[config.mk]
export PLATFORM = sky130hd
export DESIGN_NAME = pcc_top
export DESIGN_NICKNAME = d
export VERILOG_FILES = /design/src/hw/pcc_pkg.sv /design/src/hw/pcc_clk_div.sv /design/src/hw/pcc_rst_seq.sv /design/src/hw/pcc_top.sv
export VERILOG_INCLUDE_DIRS = /design/src /design/src/hw
export SDC_FILE = /design/constraint.sdc
export NUM_CORES = 1
export LEC_CHECK = 0
export BUFFER_PORTS_ARGS = -buffer_cell sky130_fd_sc_hd__buf_2
export CAP_MARGIN = 20
export CORE_MARGIN = 2
export CORE_UTILIZATION = 51
export DETAILED_ROUTE_END_ITERATION = 10
export PLACE_DENSITY = 0.79
export SYNTH_ARGS = -nofsm -noshare
export SYNTH_HDL_FRONTEND = slang
export SYNTH_SLANG_ARGS = --single-unit
[constraint.sdc]
create_clock -name pclk -period 2.56 [get_ports pclk]
set_input_delay 0.256 -clock pclk [delete_from_list [all_inputs] [get_ports pclk]]
set_output_delay 0.256 -clock pclk [all_outputs]
set_load 0.05 [all_outputs]
[src/hw/pcc_consts.svh]
// register map, field layout, reset values and timing counts
// assumes 32-bit apb data, one aligned word per register
`ifndef PCC_CONSTS_SVH
`define PCC_CONSTS_SVH
`define PCC_OFS_CTRL      12'h000
`define PCC_OFS_STAT      12'h004
`define PCC_OFS_RATIO     12'h008
`define PCC_CTRL_MULT_LSB 0
`define PCC_CTRL_DIV_LSB  6
`define PCC_CTRL_HALVE    8
`define PCC_CTRL_MULT_RST 6'h06
`define PCC_STRAP_M00     6'h06
`define PCC_STRAP_M01     6'h20
`define PCC_STRAP_M10     6'h10
`define PCC_STRAP_M11     6'h06
`define PCC_REL_REF_CYC   4096
`define PCC_REL_CORE_CYC  2
`endif

[src/hw/pcc_pkg.sv]
// types and decode functions of the clock and reset control
// assumes pcc_consts.svh on the include path
`include "pcc_consts.svh"
package pcc_pkg;
    typedef enum logic [1:0] {
        PCC_RS_HOLD  = 2'h0,
        PCC_RS_COUNT = 2'h1,
        PCC_RS_CORE  = 2'h3,
        PCC_RS_RUN   = 2'h2
    } pcc_rst_e;
    typedef logic [5:0] pcc_mult_t;
    typedef logic [3:0] pcc_fac_t;

    function automatic pcc_fac_t pcc_post_dec(input logic [1:0] code);
        case (code)
            2'h0:    pcc_post_dec = 4'h1;
            2'h1:    pcc_post_dec = 4'h2;
            2'h2:    pcc_post_dec = 4'h4;
            default: pcc_post_dec = 4'h8;
        endcase
    endfunction : pcc_post_dec

    function automatic pcc_mult_t pcc_strap_mult(input logic [1:0] code);
        case (code)
            2'h0:    pcc_strap_mult = `PCC_STRAP_M00;
            2'h1:    pcc_strap_mult = `PCC_STRAP_M01;
            2'h2:    pcc_strap_mult = `PCC_STRAP_M10;
            default: pcc_strap_mult = `PCC_STRAP_M11;
        endcase
    endfunction : pcc_strap_mult
endpackage : pcc_pkg

[src/hw/pcc_clk_div.sv]
// core and peripheral clock divider on pclk
// assumes post_factor is one of 1, 2, 4, 8 and changes only between half periods
module pcc_clk_div (
    input  wire logic            pclk,
    input  wire logic            presetn,
    input  wire pcc_pkg::pcc_fac_t post_factor,
    output logic                 core_clk_r,
    output logic                 periph_clk_r,
    output logic                 core_rise_r
);
    logic [3:0] half_cnt_r;
    logic       half_end;

    assign half_end = (half_cnt_r + 4'h1) >= post_factor;

    always_ff @(posedge pclk or negedge presetn) begin
        if (!presetn) begin
            half_cnt_r <= 4'h0;
            core_clk_r <= 1'b0;
        end else if (half_end) begin
            half_cnt_r <= 4'h0;
            core_clk_r <= ~core_clk_r;
        end else begin
            half_cnt_r <= half_cnt_r + 4'h1;
        end
    end

    always_ff @(posedge pclk or negedge presetn) begin
        if (!presetn) begin
            periph_clk_r <= 1'b0;
            core_rise_r  <= 1'b0;
        end else begin
            core_rise_r <= half_end && !core_clk_r;
            if (half_end && !core_clk_r) begin
                periph_clk_r <= ~periph_clk_r;
            end
        end
    end

    periph_edge_a: assert property (@(posedge pclk) disable iff (!presetn)
        $changed(periph_clk_r) |-> $rose(core_clk_r))
        else $error("peripheral clock moved without a core clock rise");
endmodule : pcc_clk_div

[src/hw/pcc_rst_seq.sv]
// core reset release sequencer
// assumes ext_rel and ref_rise already synchronised to pclk
`include "pcc_consts.svh"
module pcc_rst_seq #(
    parameter int REF_CYC  = `PCC_REL_REF_CYC,
    parameter int CORE_CYC = `PCC_REL_CORE_CYC
) (
    input  wire logic             pclk,
    input  wire logic             presetn,
    input  wire logic             ext_rel,
    input  wire logic             ref_rise,
    input  wire logic             core_rise,
    output logic                  core_rst_n_r,
    output pcc_pkg::pcc_rst_e     state_r
);
    localparam logic [12:0] REF_LAST  = 13'(REF_CYC - 1);
    localparam logic [12:0] CORE_LAST = 13'(CORE_CYC - 1);
    logic [12:0] cnt_r;

    always_ff @(posedge pclk or negedge presetn) begin
        if (!presetn) begin
            state_r <= pcc_pkg::PCC_RS_HOLD;
            cnt_r   <= 13'h0000;
        end else if (!ext_rel) begin
            state_r <= pcc_pkg::PCC_RS_HOLD;
            cnt_r   <= 13'h0000;
        end else begin
            case (state_r)
                pcc_pkg::PCC_RS_HOLD: begin
                    state_r <= pcc_pkg::PCC_RS_COUNT;
                    cnt_r   <= 13'h0000;
                end
                pcc_pkg::PCC_RS_COUNT: begin
                    if (ref_rise && cnt_r == REF_LAST) begin
                        state_r <= pcc_pkg::PCC_RS_CORE;
                        cnt_r   <= 13'h0000;
                    end else if (ref_rise) begin
                        cnt_r <= cnt_r + 13'h0001;
                    end
                end
                pcc_pkg::PCC_RS_CORE: begin
                    if (core_rise && cnt_r == CORE_LAST) begin
                        state_r <= pcc_pkg::PCC_RS_RUN;
                    end else if (core_rise) begin
                        cnt_r <= cnt_r + 13'h0001;
                    end
                end
                default: state_r <= pcc_pkg::PCC_RS_RUN;
            endcase
        end
    end

    always_ff @(posedge pclk or negedge presetn) begin
        if (!presetn) begin
            core_rst_n_r <= 1'b0;
        end else begin
            core_rst_n_r <= ext_rel && state_r == pcc_pkg::PCC_RS_RUN;
        end
    end

    restart_a: assert property (@(posedge pclk) disable iff (!presetn)
        !ext_rel |=> state_r == pcc_pkg::PCC_RS_HOLD && cnt_r == 13'h0000 ##1 !core_rst_n_r)
        else $error("reset reassertion did not restart the release count");
    ref_done_a: assert property (@(posedge pclk) disable iff (!presetn)
        ext_rel && state_r == pcc_pkg::PCC_RS_COUNT && ref_rise && cnt_r == REF_LAST
        |=> state_r == pcc_pkg::PCC_RS_CORE)
        else $error("reference count end did not move to core cycle wait");
    early_rel_a: assert property (@(posedge pclk) disable iff (!presetn)
        $rose(core_rst_n_r) |-> $past(state_r) == pcc_pkg::PCC_RS_RUN
        && $past(state_r, 2) != pcc_pkg::PCC_RS_COUNT)
        else $error("core reset released before the full count");
endmodule : pcc_rst_seq

[src/hw/pcc_top.sv]
// clock ratio control, core reset release and strobe pin enables
// assumes apb master on pclk; reset, strap and reference pins are asynchronous
`include "pcc_consts.svh"

////////////////////////////////////////////////////////////////////////
// Behaviour
// - vco is 2m times input; core divides by 2n
// - post divide factor 1,2,4,8 from code
// - post divide factor forced to 1 in reset
// - multiplier taken from strap pins during reset
// - input halver gives half the reference clock
// - peripheral clock period twice core clock period
// - core reset released 4096 ref plus 2 core
// - late deassertion may add one reference cycle
// - ratios set by straps or control register writes
// - strobes undriven only while reset input active
// - strap codes 00 6, 01 32, 10 16
// - core reset state driven onto output pin
module pcc_top #(
    parameter int REF_CYC  = `PCC_REL_REF_CYC,
    parameter int CORE_CYC = `PCC_REL_CORE_CYC
) (
    input  wire logic        pclk,
    input  wire logic        presetn,
    input  wire logic        psel,
    input  wire logic        penable,
    input  wire logic        pwrite,
    input  wire logic [11:0] paddr,
    input  wire logic [31:0] pwdata,
    input  wire logic [3:0]  pstrb,
    output logic      [31:0] prdata,
    output logic             pready,
    output logic             pslverr,
    input  wire logic        ext_reset_n,
    input  wire logic        reference_clock_in,
    input  wire logic [1:0]  startup_ratio,
    input  wire logic        core_rd_n,
    input  wire logic        core_wr_n,
    input  wire logic        core_ale,
    output logic             rd_n_o,
    output logic             wr_n_o,
    output logic             ale_o,
    output logic             strobe_oe,
    output logic             core_reset_output_n,
    output logic             core_clock,
    output logic             periph_clock,
    output logic [5:0]       vco_multiplier,
    output logic [3:0]       post_divide_factor,
    output logic             input_halve_enable
);

    ////////////////////////////////////////////////////////////////////
    // pin synchronisers
    logic [1:0] ext_sync_r;
    logic [1:0] ref_sync_r;
    logic       ref_last_r;
    logic [1:0] strap_s1_r;
    logic [1:0] strap_s2_r;
    logic       ext_rel;
    logic       ref_rise;

    always_ff @(posedge pclk or negedge presetn) begin
        if (!presetn) begin
            ext_sync_r <= 2'h0;
            ref_sync_r <= 2'h0;
            ref_last_r <= 1'b0;
        end else begin
            ext_sync_r <= {ext_sync_r[0], ext_reset_n};
            ref_sync_r <= {ref_sync_r[0], reference_clock_in};
            ref_last_r <= ref_sync_r[1];
        end
    end

    always_ff @(posedge pclk or negedge presetn) begin
        if (!presetn) begin
            strap_s1_r <= 2'h0;
            strap_s2_r <= 2'h0;
        end else begin
            strap_s1_r <= startup_ratio;
            strap_s2_r <= strap_s1_r;
        end
    end

    assign ext_rel  = ext_sync_r[1];
    // a release just after a sample point costs one more reference edge
    assign ref_rise = ref_sync_r[1] && !ref_last_r;

    ////////////////////////////////////////////////////////////////////
    // reset release and clock division
    logic                 core_rst_n;
    pcc_pkg::pcc_rst_e    rst_state;
    logic                 core_rise;
    logic                 in_reset;

    pcc_rst_seq #(
        .REF_CYC  (REF_CYC),
        .CORE_CYC (CORE_CYC)
    ) u_rst_seq (
        .pclk         (pclk),
        .presetn      (presetn),
        .ext_rel      (ext_rel),
        .ref_rise     (ref_rise),
        .core_rise    (core_rise),
        .core_rst_n_r (core_rst_n),
        .state_r      (rst_state)
    );

    assign in_reset = !core_rst_n;

    pcc_clk_div u_clk_div (
        .pclk         (pclk),
        .presetn      (presetn),
        .post_factor  (post_divide_factor),
        .core_clk_r   (core_clock),
        .periph_clk_r (periph_clock),
        .core_rise_r  (core_rise)
    );

    ////////////////////////////////////////////////////////////////////
    // apb slave
    logic        acc;
    logic        wr_ok;
    logic        mapped;
    logic [5:0]  ctrl_mult_r;
    logic [1:0]  ctrl_div_r;
    logic        ctrl_halve_r;
    logic [6:0]  vco_num_r;
    logic [1:0]  in_div_r;
    logic [4:0]  core_den_r;

    assign acc    = psel && penable && !pready;
    assign mapped = paddr == `PCC_OFS_CTRL || paddr == `PCC_OFS_STAT
                    || paddr == `PCC_OFS_RATIO;
    assign wr_ok  = acc && pwrite && paddr == `PCC_OFS_CTRL;

    always_ff @(posedge pclk or negedge presetn) begin
        if (!presetn) begin
            pready  <= 1'b0;
            pslverr <= 1'b0;
        end else begin
            pready  <= acc;
            pslverr <= acc && !mapped;
        end
    end

    always_ff @(posedge pclk or negedge presetn) begin
        if (!presetn) begin
            prdata <= 32'h0000_0000;
        end else if (acc && !pwrite) begin
            case (paddr)
                `PCC_OFS_CTRL:  prdata <= {23'h00_0000, ctrl_halve_r, ctrl_div_r, ctrl_mult_r};
                `PCC_OFS_STAT:  prdata <= {24'h00_0000, post_divide_factor, strap_s2_r,
                                           ext_rel, core_rst_n};
                `PCC_OFS_RATIO: prdata <= {11'h000, core_den_r, 6'h00, in_div_r, 1'b0, vco_num_r};
                default:        prdata <= 32'h0000_0000;
            endcase
        end
    end

    ////////////////////////////////////////////////////////////////////
    // control register
    always_ff @(posedge pclk or negedge presetn) begin
        if (!presetn) begin
            ctrl_mult_r <= `PCC_CTRL_MULT_RST;
        end else if (in_reset) begin
            ctrl_mult_r <= pcc_pkg::pcc_strap_mult(strap_s2_r);
        end else if (wr_ok && pstrb[0]) begin
            ctrl_mult_r <= pwdata[`PCC_CTRL_MULT_LSB +: 6];
        end
    end

    always_ff @(posedge pclk or negedge presetn) begin
        if (!presetn) begin
            ctrl_div_r <= 2'h0;
        end else if (wr_ok && pstrb[0]) begin
            ctrl_div_r <= pwdata[`PCC_CTRL_DIV_LSB +: 2];
        end
    end

    always_ff @(posedge pclk or negedge presetn) begin
        if (!presetn) begin
            ctrl_halve_r <= 1'b0;
        end else if (wr_ok && pstrb[1]) begin
            ctrl_halve_r <= pwdata[`PCC_CTRL_HALVE];
        end
    end

    ////////////////////////////////////////////////////////////////////
    // effective ratios
    always_ff @(posedge pclk or negedge presetn) begin
        if (!presetn) begin
            vco_multiplier     <= `PCC_CTRL_MULT_RST;
            post_divide_factor <= 4'h1;
            input_halve_enable <= 1'b0;
        end else begin
            vco_multiplier     <= in_reset ? pcc_pkg::pcc_strap_mult(strap_s2_r)
                                           : ctrl_mult_r;
            post_divide_factor <= in_reset ? 4'h1
                                           : pcc_pkg::pcc_post_dec(ctrl_div_r);
            input_halve_enable <= ctrl_halve_r;
        end
    end

    always_ff @(posedge pclk or negedge presetn) begin
        if (!presetn) begin
            vco_num_r  <= 7'h00;
            in_div_r   <= 2'h1;
            core_den_r <= 5'h02;
        end else begin
            vco_num_r  <= {1'b0, vco_multiplier} << 1;
            in_div_r   <= input_halve_enable ? 2'h2 : 2'h1;
            core_den_r <= {1'b0, post_divide_factor} << 1;
        end
    end

    ////////////////////////////////////////////////////////////////////
    // reset output and external strobes
    always_ff @(posedge pclk or negedge presetn) begin
        if (!presetn) begin
            core_reset_output_n <= 1'b0;
        end else begin
            core_reset_output_n <= core_rst_n;
        end
    end

    always_ff @(posedge pclk or negedge presetn) begin
        if (!presetn) begin
            strobe_oe <= 1'b0;
            rd_n_o    <= 1'b1;
            wr_n_o    <= 1'b1;
            ale_o     <= 1'b0;
        end else begin
            strobe_oe <= ext_rel;
            rd_n_o    <= ext_rel ? core_rd_n : 1'b1;
            wr_n_o    <= ext_rel ? core_wr_n : 1'b1;
            ale_o     <= ext_rel ? core_ale : 1'b0;
        end
    end

    ////////////////////////////////////////////////////////////////////
    // checks
    post_force_a: assert property (@(posedge pclk) disable iff (!presetn)
        in_reset |=> post_divide_factor == 4'h1)
        else $error("post divide factor not 1 during reset");

    post_code_a: assert property (@(posedge pclk) disable iff (!presetn)
        !in_reset |=> post_divide_factor == pcc_pkg::pcc_post_dec($past(ctrl_div_r)))
        else $error("post divide factor does not follow divider code");

    strap_mult_a: assert property (@(posedge pclk) disable iff (!presetn)
        in_reset |=> vco_multiplier == pcc_pkg::pcc_strap_mult($past(strap_s2_r)))
        else $error("multiplier not from strap during reset");

    strap_code_a: assert property (@(posedge pclk) disable iff (!presetn)
        in_reset && strap_s2_r == 2'h1 && $stable(strap_s2_r) |=> ##1 ctrl_mult_r == 6'h20)
        else $error("strap code 01 did not give ratio 32");

    vco_ratio_a: assert property (@(posedge pclk) disable iff (!presetn)
        $stable(vco_multiplier) && $stable(post_divide_factor)
        |=> vco_num_r == 7'(2 * $past(vco_multiplier)) && core_den_r == 5'(2 * $past(post_divide_factor)))
        else $error("vco or core ratio does not match multiplier and factor");

    in_halve_a: assert property (@(posedge pclk) disable iff (!presetn)
        input_halve_enable |=> in_div_r == 2'h2)
        else $error("input halver enabled but input not halved");

    soft_write_a: assert property (@(posedge pclk) disable iff (!presetn)
        wr_ok && pstrb[0] && !in_reset ##1 !in_reset
        |=> vco_multiplier == $past(pwdata[5:0], 2))
        else $error("software multiplier write did not take effect");

    strobe_z_a: assert property (@(posedge pclk) disable iff (!presetn)
        ##1 strobe_oe == $past(ext_rel))
        else $error("strobe enable does not follow reset input");

    rst_pin_a: assert property (@(posedge pclk) disable iff (!presetn)
        !ext_rel |-> ##2 !core_reset_output_n)
        else $error("reset output released while reset input active");

    apb_wait_a: assert property (@(posedge pclk) disable iff (!presetn)
        psel && penable && !pready |=> pready ##1 !pready)
        else $error("apb access not answered in one wait cycle");
endmodule : pcc_top

==> flow_summary.yaml, run 1 <==
run_status:
  outcome: "complete, no violations"
timing:
  timing_worst_slew_pin_value_ns: 0.664
  min_period_over_period: 0.782
  final_hold_viol_count: 0
  timing.final.ws_setup_ns: 0.558
  slew_violations: 0
  rsz0062_at_grt: "no"
  setup_viol: 0
  clock.fmax_mhz: 499
  maxSlewHeadroom: 0.558
  fin_skew_ns: 0.00743
  setup_tns_ns: 0
  finalWorstPathRequiredPeriod_ns: 2.00
  holdWs_ns: 0.106
logic_synthesis:
  synth_flop_cell: "dfrtp_1"
  async_reset_ff_frac: 1.00
  yosysMostFrequentCell: "dfrtp_1"
  synthTopCellsByArea: "dfrtp_1, dfstp_2, nand2_1, mux2i_1, buf_4"
  synth_top_cell_by_area: "dfrtp_1"
  synthTopCellsByCount: "dfrtp_1, nand2_1, nor2_1, o21ai_0, buf_4"
  synth_seq_cells: 85
  synth_cells: 343
  syn_area_um2: 3740
  synth_edf_count: 0
  synth_top_area_frac: 0.508
  ys_types: 50
  yosys_warnings: 0
  yosysSeqAreaShare: 0.571
  syn_avg_cell_area_um2: 10.9
placement:
  dp_slack_ns: 0.612
  routabilityCongestion: 0.848
  placed_cells: 503
  io_buffers: 68
  post-dp-hpwl_mm: 5.20
global_route:
  use_met3: 0.0384
  track_usage: 0.206
  grt_max_degree: 83
  grt_pass1_vias: 2618
  antenna_found_initial: 0
  grt.met1_usage: 0.267
  grt_overflow: 0
  grt_pass1_wl_mm: 12.5
  busiest_layer: "met2"
  met2_usage: 0.328
power:
  power.density_nw_per_um2: 627
  p_total_mw: 2.78
  leakage_nw: 2.15
  ir_worst_vdd_v: 0.000403
clock_tree:
  insertion_delay_ns: 0.35
  cts_setup_buffers: 0
  cts_sinks: 85
  clk_pin_slew_worst_paths_ns: 0.08
  htree_levels: 3
  cts_tree: "yes"
  cts_buffers: 9
  cts_root_buffer: "clkbuf_8"
  clock_tree.buffer_depth: 2
cells_and_area:
  drive_gt1_frac: 0.261
  syn_to_final_growth_pct: 18.6
  layoutNonFillerInstCount: 525
  antennaDiodeCount: 0
  fin_nets: 490
route:
  drt_iter0_drc: 133
  vias_per_cell: 5.30
  firstDrtPassIters: 4
  totalWireLength_mm: 7.63
  wl_per_cell_um: 14.5
  via_count: 2784
  ant_nets: 0
  drc: 0
run:
  max-cap-violations: 0
floorplan:
  core_um2: 7180
  dieArea_um2: 8040
  start_util: 0.522
  num_rows: 31
  pin_count: 112
  fp.dieW_um: 89.7
  die_h_um: 89.7
setup_path:
  worstSetupPathType: "flip-flop to flip-flop"
  reg2regPathDepth: 7
  cp.required_ns: 2.78
  setup.worst_path.start_class: "flip-flop"
  cp_data_arrival_time_ns: 2.22
  endpoint_kind: "flip-flop"
  crit_fanout: 13
worst_hold_path:
  hold_class: "primary input to flip-flop"
  holdPathStages: 2
[sequential cells by signal, indices dropped and copies added (netlist names), 2 cells and up]
name and count:
core_den_r 4, ctrl_div_r 2, ctrl_mult_r 6, ext_sync_r 2, in_div_r 2, post_divide_factor 4
prdata 14, ref_sync_r 2, strap_s1_r 2, strap_s2_r 2, u_clk_div.half_cnt_r 4, u_rst_seq.cnt_r 13
u_rst_seq.state_r 2, vco_multiplier 6, vco_num_r 6
[cell type report]
class | instances | area [um2]
clock buffer | 9 | 124
clock inverter | 7 | 120
fill | 610 | 2740
inverter | 14 | 52.6
multi-input combinational | 233 | 1430
sequential | 85 | 2140
tap | 99 | 124
timing repair buffer | 78 | 450
[layout by cell type (no fill, tap or decap), types with 2 or more instances in the layout]
master and n:
dfrtp_1 76, buf_2 67, nand2_1 43, nor2_1 23, o21ai_0 22, conb_1 18
mux2i_1 15, inv_1 14, a21oi_1 14, o31ai_1 9, ha_1 9, clkbuf_8 9
dfstp_2 9, nand3_1 8, nor2b_1 8, nand2b_1 6, and2_1 5, dlygate4sd3_1 5
buf_4 5, nor4_1 4, nor3_1 4, xor2_1 3, mux2_2 3, nand4b_1 3
o21ai_1 3, bufinv_16 3, and3_1 2, mux2_4 2, and4_1 2, nand4_1 2
nor4b_1 2, or3_1 2, o211ai_1 2, o41ai_1 2, inv_6 2
[path summary, 6_finish.rpt]
path                                     from  slack, ns                 end
max                        u_rst_seq.cnt_r[1]       0.56  u_rst_seq.cnt_r[7]
min                                 core_rd_n       0.11              rd_n_o
max reg2reg                u_rst_seq.cnt_r[1]       0.56  u_rst_seq.cnt_r[7]
min reg2reg                     ext_sync_r[0]       0.35       ext_sync_r[1]
min in group asynchronous             presetn       0.25              pready
max in group asynchronous             presetn       1.54   vco_multiplier[1]
[repair_timing]
| action | CTS | global route |
|---|---|---|
| gates resized for setup | 0 | 0 |
| hold buffers | 4 | 1 |
| hold endpoints to repair | 4 | 6 |
[metal layers]
metal	vias up	wire, um
met5	-	0
met4	0	220
met3	20	406
met2	87	3790
met1	1362	3210
li1	1315	-
[worst max-delay path, cell delays in order (launching register included)]
cell,delay (ns)
dfrtp_1,0.44
inv_1,0.08
ha_1,0.14
nor4b_1,0.44
nand3_1,0.17
o2bb2ai_2,0.16
nand2b_2,0.31
o211ai_1,0.15
[cell families after synthesis]
family          synth area share
flops                      0.571
buf+inv                   0.0635
other cells              0.00100
compound gates            0.0986
mux                       0.0572
xor+xnor                 0.00936
simple gates               0.169
fa+ha+maj                 0.0301
[power by group]
| group | total [mW] | switching, mW | internal (mW) | leakage, nW |
|---|---|---|---|---|
| Combinational | 0.241 | 0.176 | 0.0646 | 0.927 |
| Sequential | 1.40 | 0.0202 | 1.38 | 1.10 |
| Clock | 1.14 | 0.491 | 0.653 | 0.120 |
[through the flow]
stage	cell area, um2	util
floorplan	3810	-
global placement	4120	0.574
detailed placement	4120	0.574
CTS	4400	0.614
global route	4440	0.619
finish	4440	0.619
Note: power is estimated with default switching activity, not from simulation.
==> inputs of run 2 (changes only) <==
--- a/config.mk
+++ b/config.mk
@@ -9,9 +9,9 @@
 export BUFFER_PORTS_ARGS = -buffer_cell sky130_fd_sc_hd__buf_2
 export CAP_MARGIN = 20
 export CORE_MARGIN = 2
-export CORE_UTILIZATION = 51
+export CORE_UTILIZATION = 46
 export DETAILED_ROUTE_END_ITERATION = 10
-export PLACE_DENSITY = 0.79
+export PLACE_DENSITY = 0.75
 export SYNTH_ARGS = -nofsm -noshare
 export SYNTH_HDL_FRONTEND = slang
 export SYNTH_SLANG_ARGS = --single-unit
==> constraint.sdc (replaced) <==
create_clock -name pclk -period 1.8 [get_ports pclk]
set_input_delay 0.18 -clock pclk [delete_from_list [all_inputs] [get_ports pclk]]
set_output_delay 0.18 -clock pclk [all_outputs]
set_load 0.05 [all_outputs]
==> flow_summary.yaml, run 2 (same netlist as run 1, synthesis figures left out) <==
run_status:
  outcome: "complete, no violations"
floorplan:
  core_um2: 7810
  dieArea_um2: 8880
  fp.dieW_um: 94.2
  pin_count: 112
  start_util: 0.479
  num_rows: 32
  die_h_um: 94.2
placement:
  routabilityCongestion: 0.885
  placed_cells: 520
  dp_slack_ns: 0.00175
  io_buffers: 68
  post-dp-hpwl_mm: 5.65
setup_path:
  crit_buf_inv: 3
  path_delay_family: "flip-flops"
  setup.worst_path.start_class: "flip-flop"
  crit_fanout: 13
  critPathMaxStageDelay_ns: 0.41
  endpoint_kind: "flip-flop"
  slowest_stage: "dfrtp_1"
  crit_start: "u_rst_seq.cnt_r[1]"
  cp.required_ns: 2.05
  rr_startpoint: "u_rst_seq.cnt_r[1]"
  cp_cell_sequence: "inv_1 > ha_1 > nor4b_2 > buf_4 > nand3_1 > o2bb2ai_4 > buf_6 > o21ai_0 > o31ai_1"
  worstSetupPathType: "flip-flop to flip-flop"
  cp_data_arrival_time_ns: 1.99
power:
  p_int_mw: 2.61
  p_switching_mw: 0.957
  leakage_nw: 2.22
  power.density_nw_per_um2: 783
  pwr-share-clk: 0.340
  power_frac_comb: 0.103
  ir_worst_vdd_v: 0.000554
  p_seq_frac: 0.557
  netSwitchingFraction: 0.268
route:
  firstDrtPassIters: 4
  wl_per_cell_um: 14.5
  vias_per_cell: 5.11
  drc: 0
  via_count: 2782
  ant_nets: 0
  drt_iter0_drc: 82
  totalWireLength_mm: 7.86
cells_and_area:
  final_cell_mix: "dfrtp_1, buf_2, nand2_1"
  largest_registers: "prdata: 14 flops, u_rst_seq.cnt_r: 13 flops"
  layoutNonFillerInstCount: 544
  antennaDiodeCount: 0
  largest_reg_flops: 14
  n_fill_cell: 686
  fin_nets: 506
  syn_to_final_growth_pct: 21.6
  largest_register: "prdata"
  layout_commonest_cell: "dfrtp_1"
  drive_gt1_frac: 0.305
run:
  max-cap-violations: 0
timing:
  rsz0062_at_grt: "yes"
  fin_skew_ns: 0.0101
  setup_viol: 0
  timing.final.ws_setup_ns: 0.0623
  min_period_over_period: 0.965
  holdWs_ns: 0.0211
  slew_violations: 0
  maxSlewHeadroom: 0.643
  final_hold_viol_count: 0
  clock.fmax_mhz: 575
  finalWorstPathRequiredPeriod_ns: 1.74
  timing_worst_slew_pin_value_ns: 0.535
clock_tree:
  clk_pin_slew_worst_paths_ns: 0.08
  insertion_delay_ns: 0.36
  cts_sinks: 85
  cts_root_buffer: "clkbuf_8"
  htree_levels: 3
  cts_buffers: 9
  cts_tree: "yes"
  clock_tree.buffer_depth: 2
global_route:
  antenna_found_initial: 0
  track_usage: 0.191
  grt_max_degree: 35
  grt_overflow: 0
  grt_pass1_wl_mm: 13.0
  grt_pass1_vias: 2635
worst_hold_path:
  hp-start: "core_rd_n"
  hold_class: "primary input to flip-flop"
-- run 2: cell count changes in the layout (fill, tap and decap cells not counted), sizes merged --
cell,delta
inv,-1
clkbuf,+2
nand2b,+1
buf,+15
clkinv,+2
bufinv,-3
-- run 2: area by class of cell --
type                    instances  area [um2]  area share
flip-flops and latches         85        2140       0.470
repair buffers                 93         559       0.123
well taps                     102         128      0.0280
multi-input cells             234        1500       0.328
clock buffers                  11         141      0.0311
inverters                      14        52.6      0.0115
clock inverters                 5        35.0     0.00770
-- run 2: path summary, 6_finish.rpt --
path	to	slack, ns	cells past startpoint
max	u_rst_seq.cnt_r[12]	0.06	9
min	rd_n_o	0.02	2
max reg2reg	u_rst_seq.cnt_r[12]	0.06	9
min reg2reg	ext_sync_r[1]	0.35	0
max in group asynchronous	u_rst_seq.cnt_r[0]	0.84	3
min in group asynchronous	input_halve_enable	0.30	2
-- run 2: routing by layer --
metal / vias up / track usage / part of all wire
li1: 1329 / - / -
met1: 1368 / 0.256 / 0.45
met2: 77 / 0.307 / 0.50
met3: 8 / 0.0329 / 0.039
met4: 0 / 0.0773 / 0.013
met5: - / 0 / 0
-- run 2: power groups by stage --
stage          combinational (mW)  clock [mW]  sequential, mW
2_1_floorplan               0.201           0            2.07
3_3_place_gp                0.346           0            2.02
4_1_cts                     0.364        1.26            1.99
6_report                    0.368        1.21            1.99
3_5_place_dp                0.353           0            2.02
5_1_grt                     0.399        1.34            1.99
-- run 2: timing repair --
item / in CTS / in global routing
gates resized for setup: 1 / 8
endpoints found under the hold margin: 31 / 0
cloned: 0 / 1
hold buffers: 5 / 0
setup endpoints to repair: 2 / 14
setup buffers: 0 / 2
pin swaps: 0 / 2
-- run 2: per-stage QoR --
step | cell area (um2) | power, mW | util | TNS, ns
after floorplan | 3820 | 2.27 | - | 0
after global placement | 4250 | 2.37 | 0.544 | 0
after detailed placement | 4250 | 2.38 | 0.544 | 0
after CTS | 4480 | 3.61 | 0.574 | 0
after global routing | 4550 | 3.73 | 0.583 | -0.394
final | 4550 | 3.56 | 0.583 | 0
==> inputs of run 3 (changes only) <==
--- a/config.mk
+++ b/config.mk
@@ -9,9 +9,11 @@
 export BUFFER_PORTS_ARGS = -buffer_cell sky130_fd_sc_hd__buf_2
 export CAP_MARGIN = 20
 export CORE_MARGIN = 2
-export CORE_UTILIZATION = 46
+export CORE_UTILIZATION = 47
 export DETAILED_ROUTE_END_ITERATION = 10
-export PLACE_DENSITY = 0.75
+export HOLD_SLACK_MARGIN = 0.06
+export PLACE_DENSITY = 0.76
 export SYNTH_ARGS = -nofsm -noshare
 export SYNTH_HDL_FRONTEND = slang
+export SYNTH_HIERARCHICAL = 1
 export SYNTH_SLANG_ARGS = --single-unit
==> flow_summary.yaml, run 3 <==
run_status:
  outcome: "finished with violations"
  violations: "negative setup slack"
logic_synthesis:
  yosysSeqAreaShare: 0.535
  syn_avg_cell_area_um2: 11.5
  ys_types: 60
  syn_area_um2: 3990
  synthTopCellsByArea: "dfrtp_1, dfstp_2, ha_1, buf_4, nand2_1"
  yosysMostFrequentCell: "dfrtp_1"
  synth_edf_count: 0
  synth_flop_cell: "dfrtp_1"
  synth_cells: 348
  synth_top_area_frac: 0.476
  async_reset_ff_frac: 1.00
  synth_top_cell_by_area: "dfrtp_1"
  yosys_warnings: 6
  synthTopCellsByCount: "dfrtp_1, nand2_1, buf_4, inv_1"
  synth_seq_cells: 85
route:
  via_count: 2989
  ant_nets: 0
  vias_per_cell: 5.24
  drc: 0
  firstDrtPassIters: 4
  totalWireLength_mm: 8.79
  drt_iter0_drc: 122
  wl_per_cell_um: 15.4
setup_path:
  worstSetupPathType: "flip-flop to flip-flop"
  setup.worst_path.start_class: "flip-flop"
  cp_data_arrival_time_ns: 2.18
  cp.required_ns: 2.04
  crit_fanout: 6
  endpoint_kind: "flip-flop"
floorplan:
  start_util: 0.486
  dieArea_um2: 9250
  num_rows: 33
  core_um2: 8220
  pin_count: 112
  fp.dieW_um: 96.2
  die_h_um: 96.2
cells_and_area:
  final_cell_mix: "dfrtp_1, buf_2, nand2_1, buf_4, conb_1"
  largest_reg_flops: 14
  layout_commonest_cell: "dfrtp_1"
  largest_register: "prdata"
  antennaDiodeCount: 0
  syn_to_final_growth_pct: 27.5
  largest_registers: "prdata: 14 flops, u_rst_seq/cnt_r: 13 flops"
  drive_gt1_frac: 0.381
  fin_nets: 534
timing:
  fin_skew_ns: 0.0159
  setup_viol: 10
  rsz0062_at_grt: "yes"
  clock.fmax_mhz: 517
  min_period_over_period: 1.08
  finalWorstPathRequiredPeriod_ns: 1.94
  slew_violations: 0
  setup_tns_ns: -0.680
  final_hold_viol_count: 0
  timing.final.ws_setup_ns: -0.136
placement:
  routabilityCongestion: 0.855
  post-dp-hpwl_mm: 6.13
  io_buffers: 68
run:
  max-cap-violations: 0
global_route:
  track_usage: 0.199
  antenna_found_initial: 0
  grt_overflow: 0
  grt_max_degree: 49
  grt_pass1_wl_mm: 14.0
  grt_pass1_vias: 3005
clock_tree:
  insertion_delay_ns: 0.36
  cts_tree: "yes"
  cts_root_buffer: "clkbuf_8"
  clk_pin_slew_worst_paths_ns: 0.09
  clock_tree.buffer_depth: 2
  cts_buffers: 9
  cts_sinks: 85
  htree_levels: 3
power:
  leakage_nw: 2.49
  power.density_nw_per_um2: 972
  p_total_mw: 4.95
  ir_worst_vdd_v: 0.000627
worst_hold_path:
  hold_class: "primary input to flip-flop"
-- run 3: cell count changes after synthesis, sizes merged, moves of 6 or more --
cell / change
a21o: +6
a21oi: -9
nand2: -10
nor2: -10
o31ai: +6
-- run 3: cells by family (layout without fill, tap and decap cells) --
logic type / count (synthesis) / count (layout) / share of synthesized area
buf+inv: 51 / 150 / 0.0764
simple gates: 108 / 109 / 0.169
fa+ha+maj: 14 / 14 / 0.0439
mux: 14 / 14 / 0.0379
other cells: 1 / 18 / 0.000939
xor+xnor: 3 / 3 / 0.00658
flops: 85 / 85 / 0.535
compound gates: 72 / 72 / 0.130
-- run 3: cell type report --
class                      instances  area [um2]
timing repair buffer             117         774
sequential                        85        2140
fill                             619        3120
inverter                          17        63.8
clock buffer                      10         128
tap                              105         131
multi-input combinational        230        1780
clock inverter                     6        73.8
-- run 3: where the power goes --
group	leakage, nW	switching (mW)	total (mW)	internal, mW
Combinational	1.30	0.833	1.40	0.567
Sequential	1.10	0.119	2.18	2.06
Clock	0.0946	0.714	1.37	0.656
Total	2.49	1.67	4.95	3.28
-- run 3: layer usage --
layer	vias to the layer above	wire length, um	track usage
met3	12	502	0.0486
li1	1415	-	-
met2	86	4350	0.316
met5	-	0	0
met1	1476	3830	0.268
met4	0	112	0.0655
-- run 3: worst paths after layout --
kind	start	to	slack (ns)	depth (start not counted)
hold / removal	pwdata[3]	ctrl_mult_r[3]	0.07	3
hold reg to reg	ext_sync_r[0]	ext_sync_r[1]	0.35	0
min in group asynchronous	presetn	ctrl_mult_r[4]	0.26	2
max in group asynchronous	presetn	rd_n_o	0.94	3
setup reg to reg	u_rst_seq/state_r[0]	u_rst_seq/cnt_r[6]	-0.14	7
setup / recovery	u_rst_seq/state_r[0]	u_rst_seq/cnt_r[6]	-0.14	7
-- run 3: critical path, cell delays in order, from the launching register on --
cell     delay, ns
dfrtp_2       0.47
inv_2         0.11
ha_4          0.20
nor2b_4       0.13
o31ai_2       0.21
a21oi_2       0.09
or2_4         0.31
o31ai_1       0.32
-- run 3: timing repair --
action	in CTS	in global routing
cloned	0	2
hold buffers	14	0
setup buffers	1	2
hold endpoints to repair	35	0
pin swaps	1	3
gates resized for setup	2	34
endpoints found under the setup margin	12	20
-- run 3: per-stage QoR --
step	setup slack (ns)	hold WS (ns)	instances	area [um2]	utilization
final	-0.136	0.0742	570	5090	0.620
after global placement	-0.125	0.109	535	4550	0.554
after CTS	-0.0482	0.0622	566	4910	0.597
after global routing	-0.232	0.0888	570	5090	0.620
after floorplan	-0.00917	-0.116	365	4060	-
after detailed placement	-0.191	0.113	535	4550	0.554
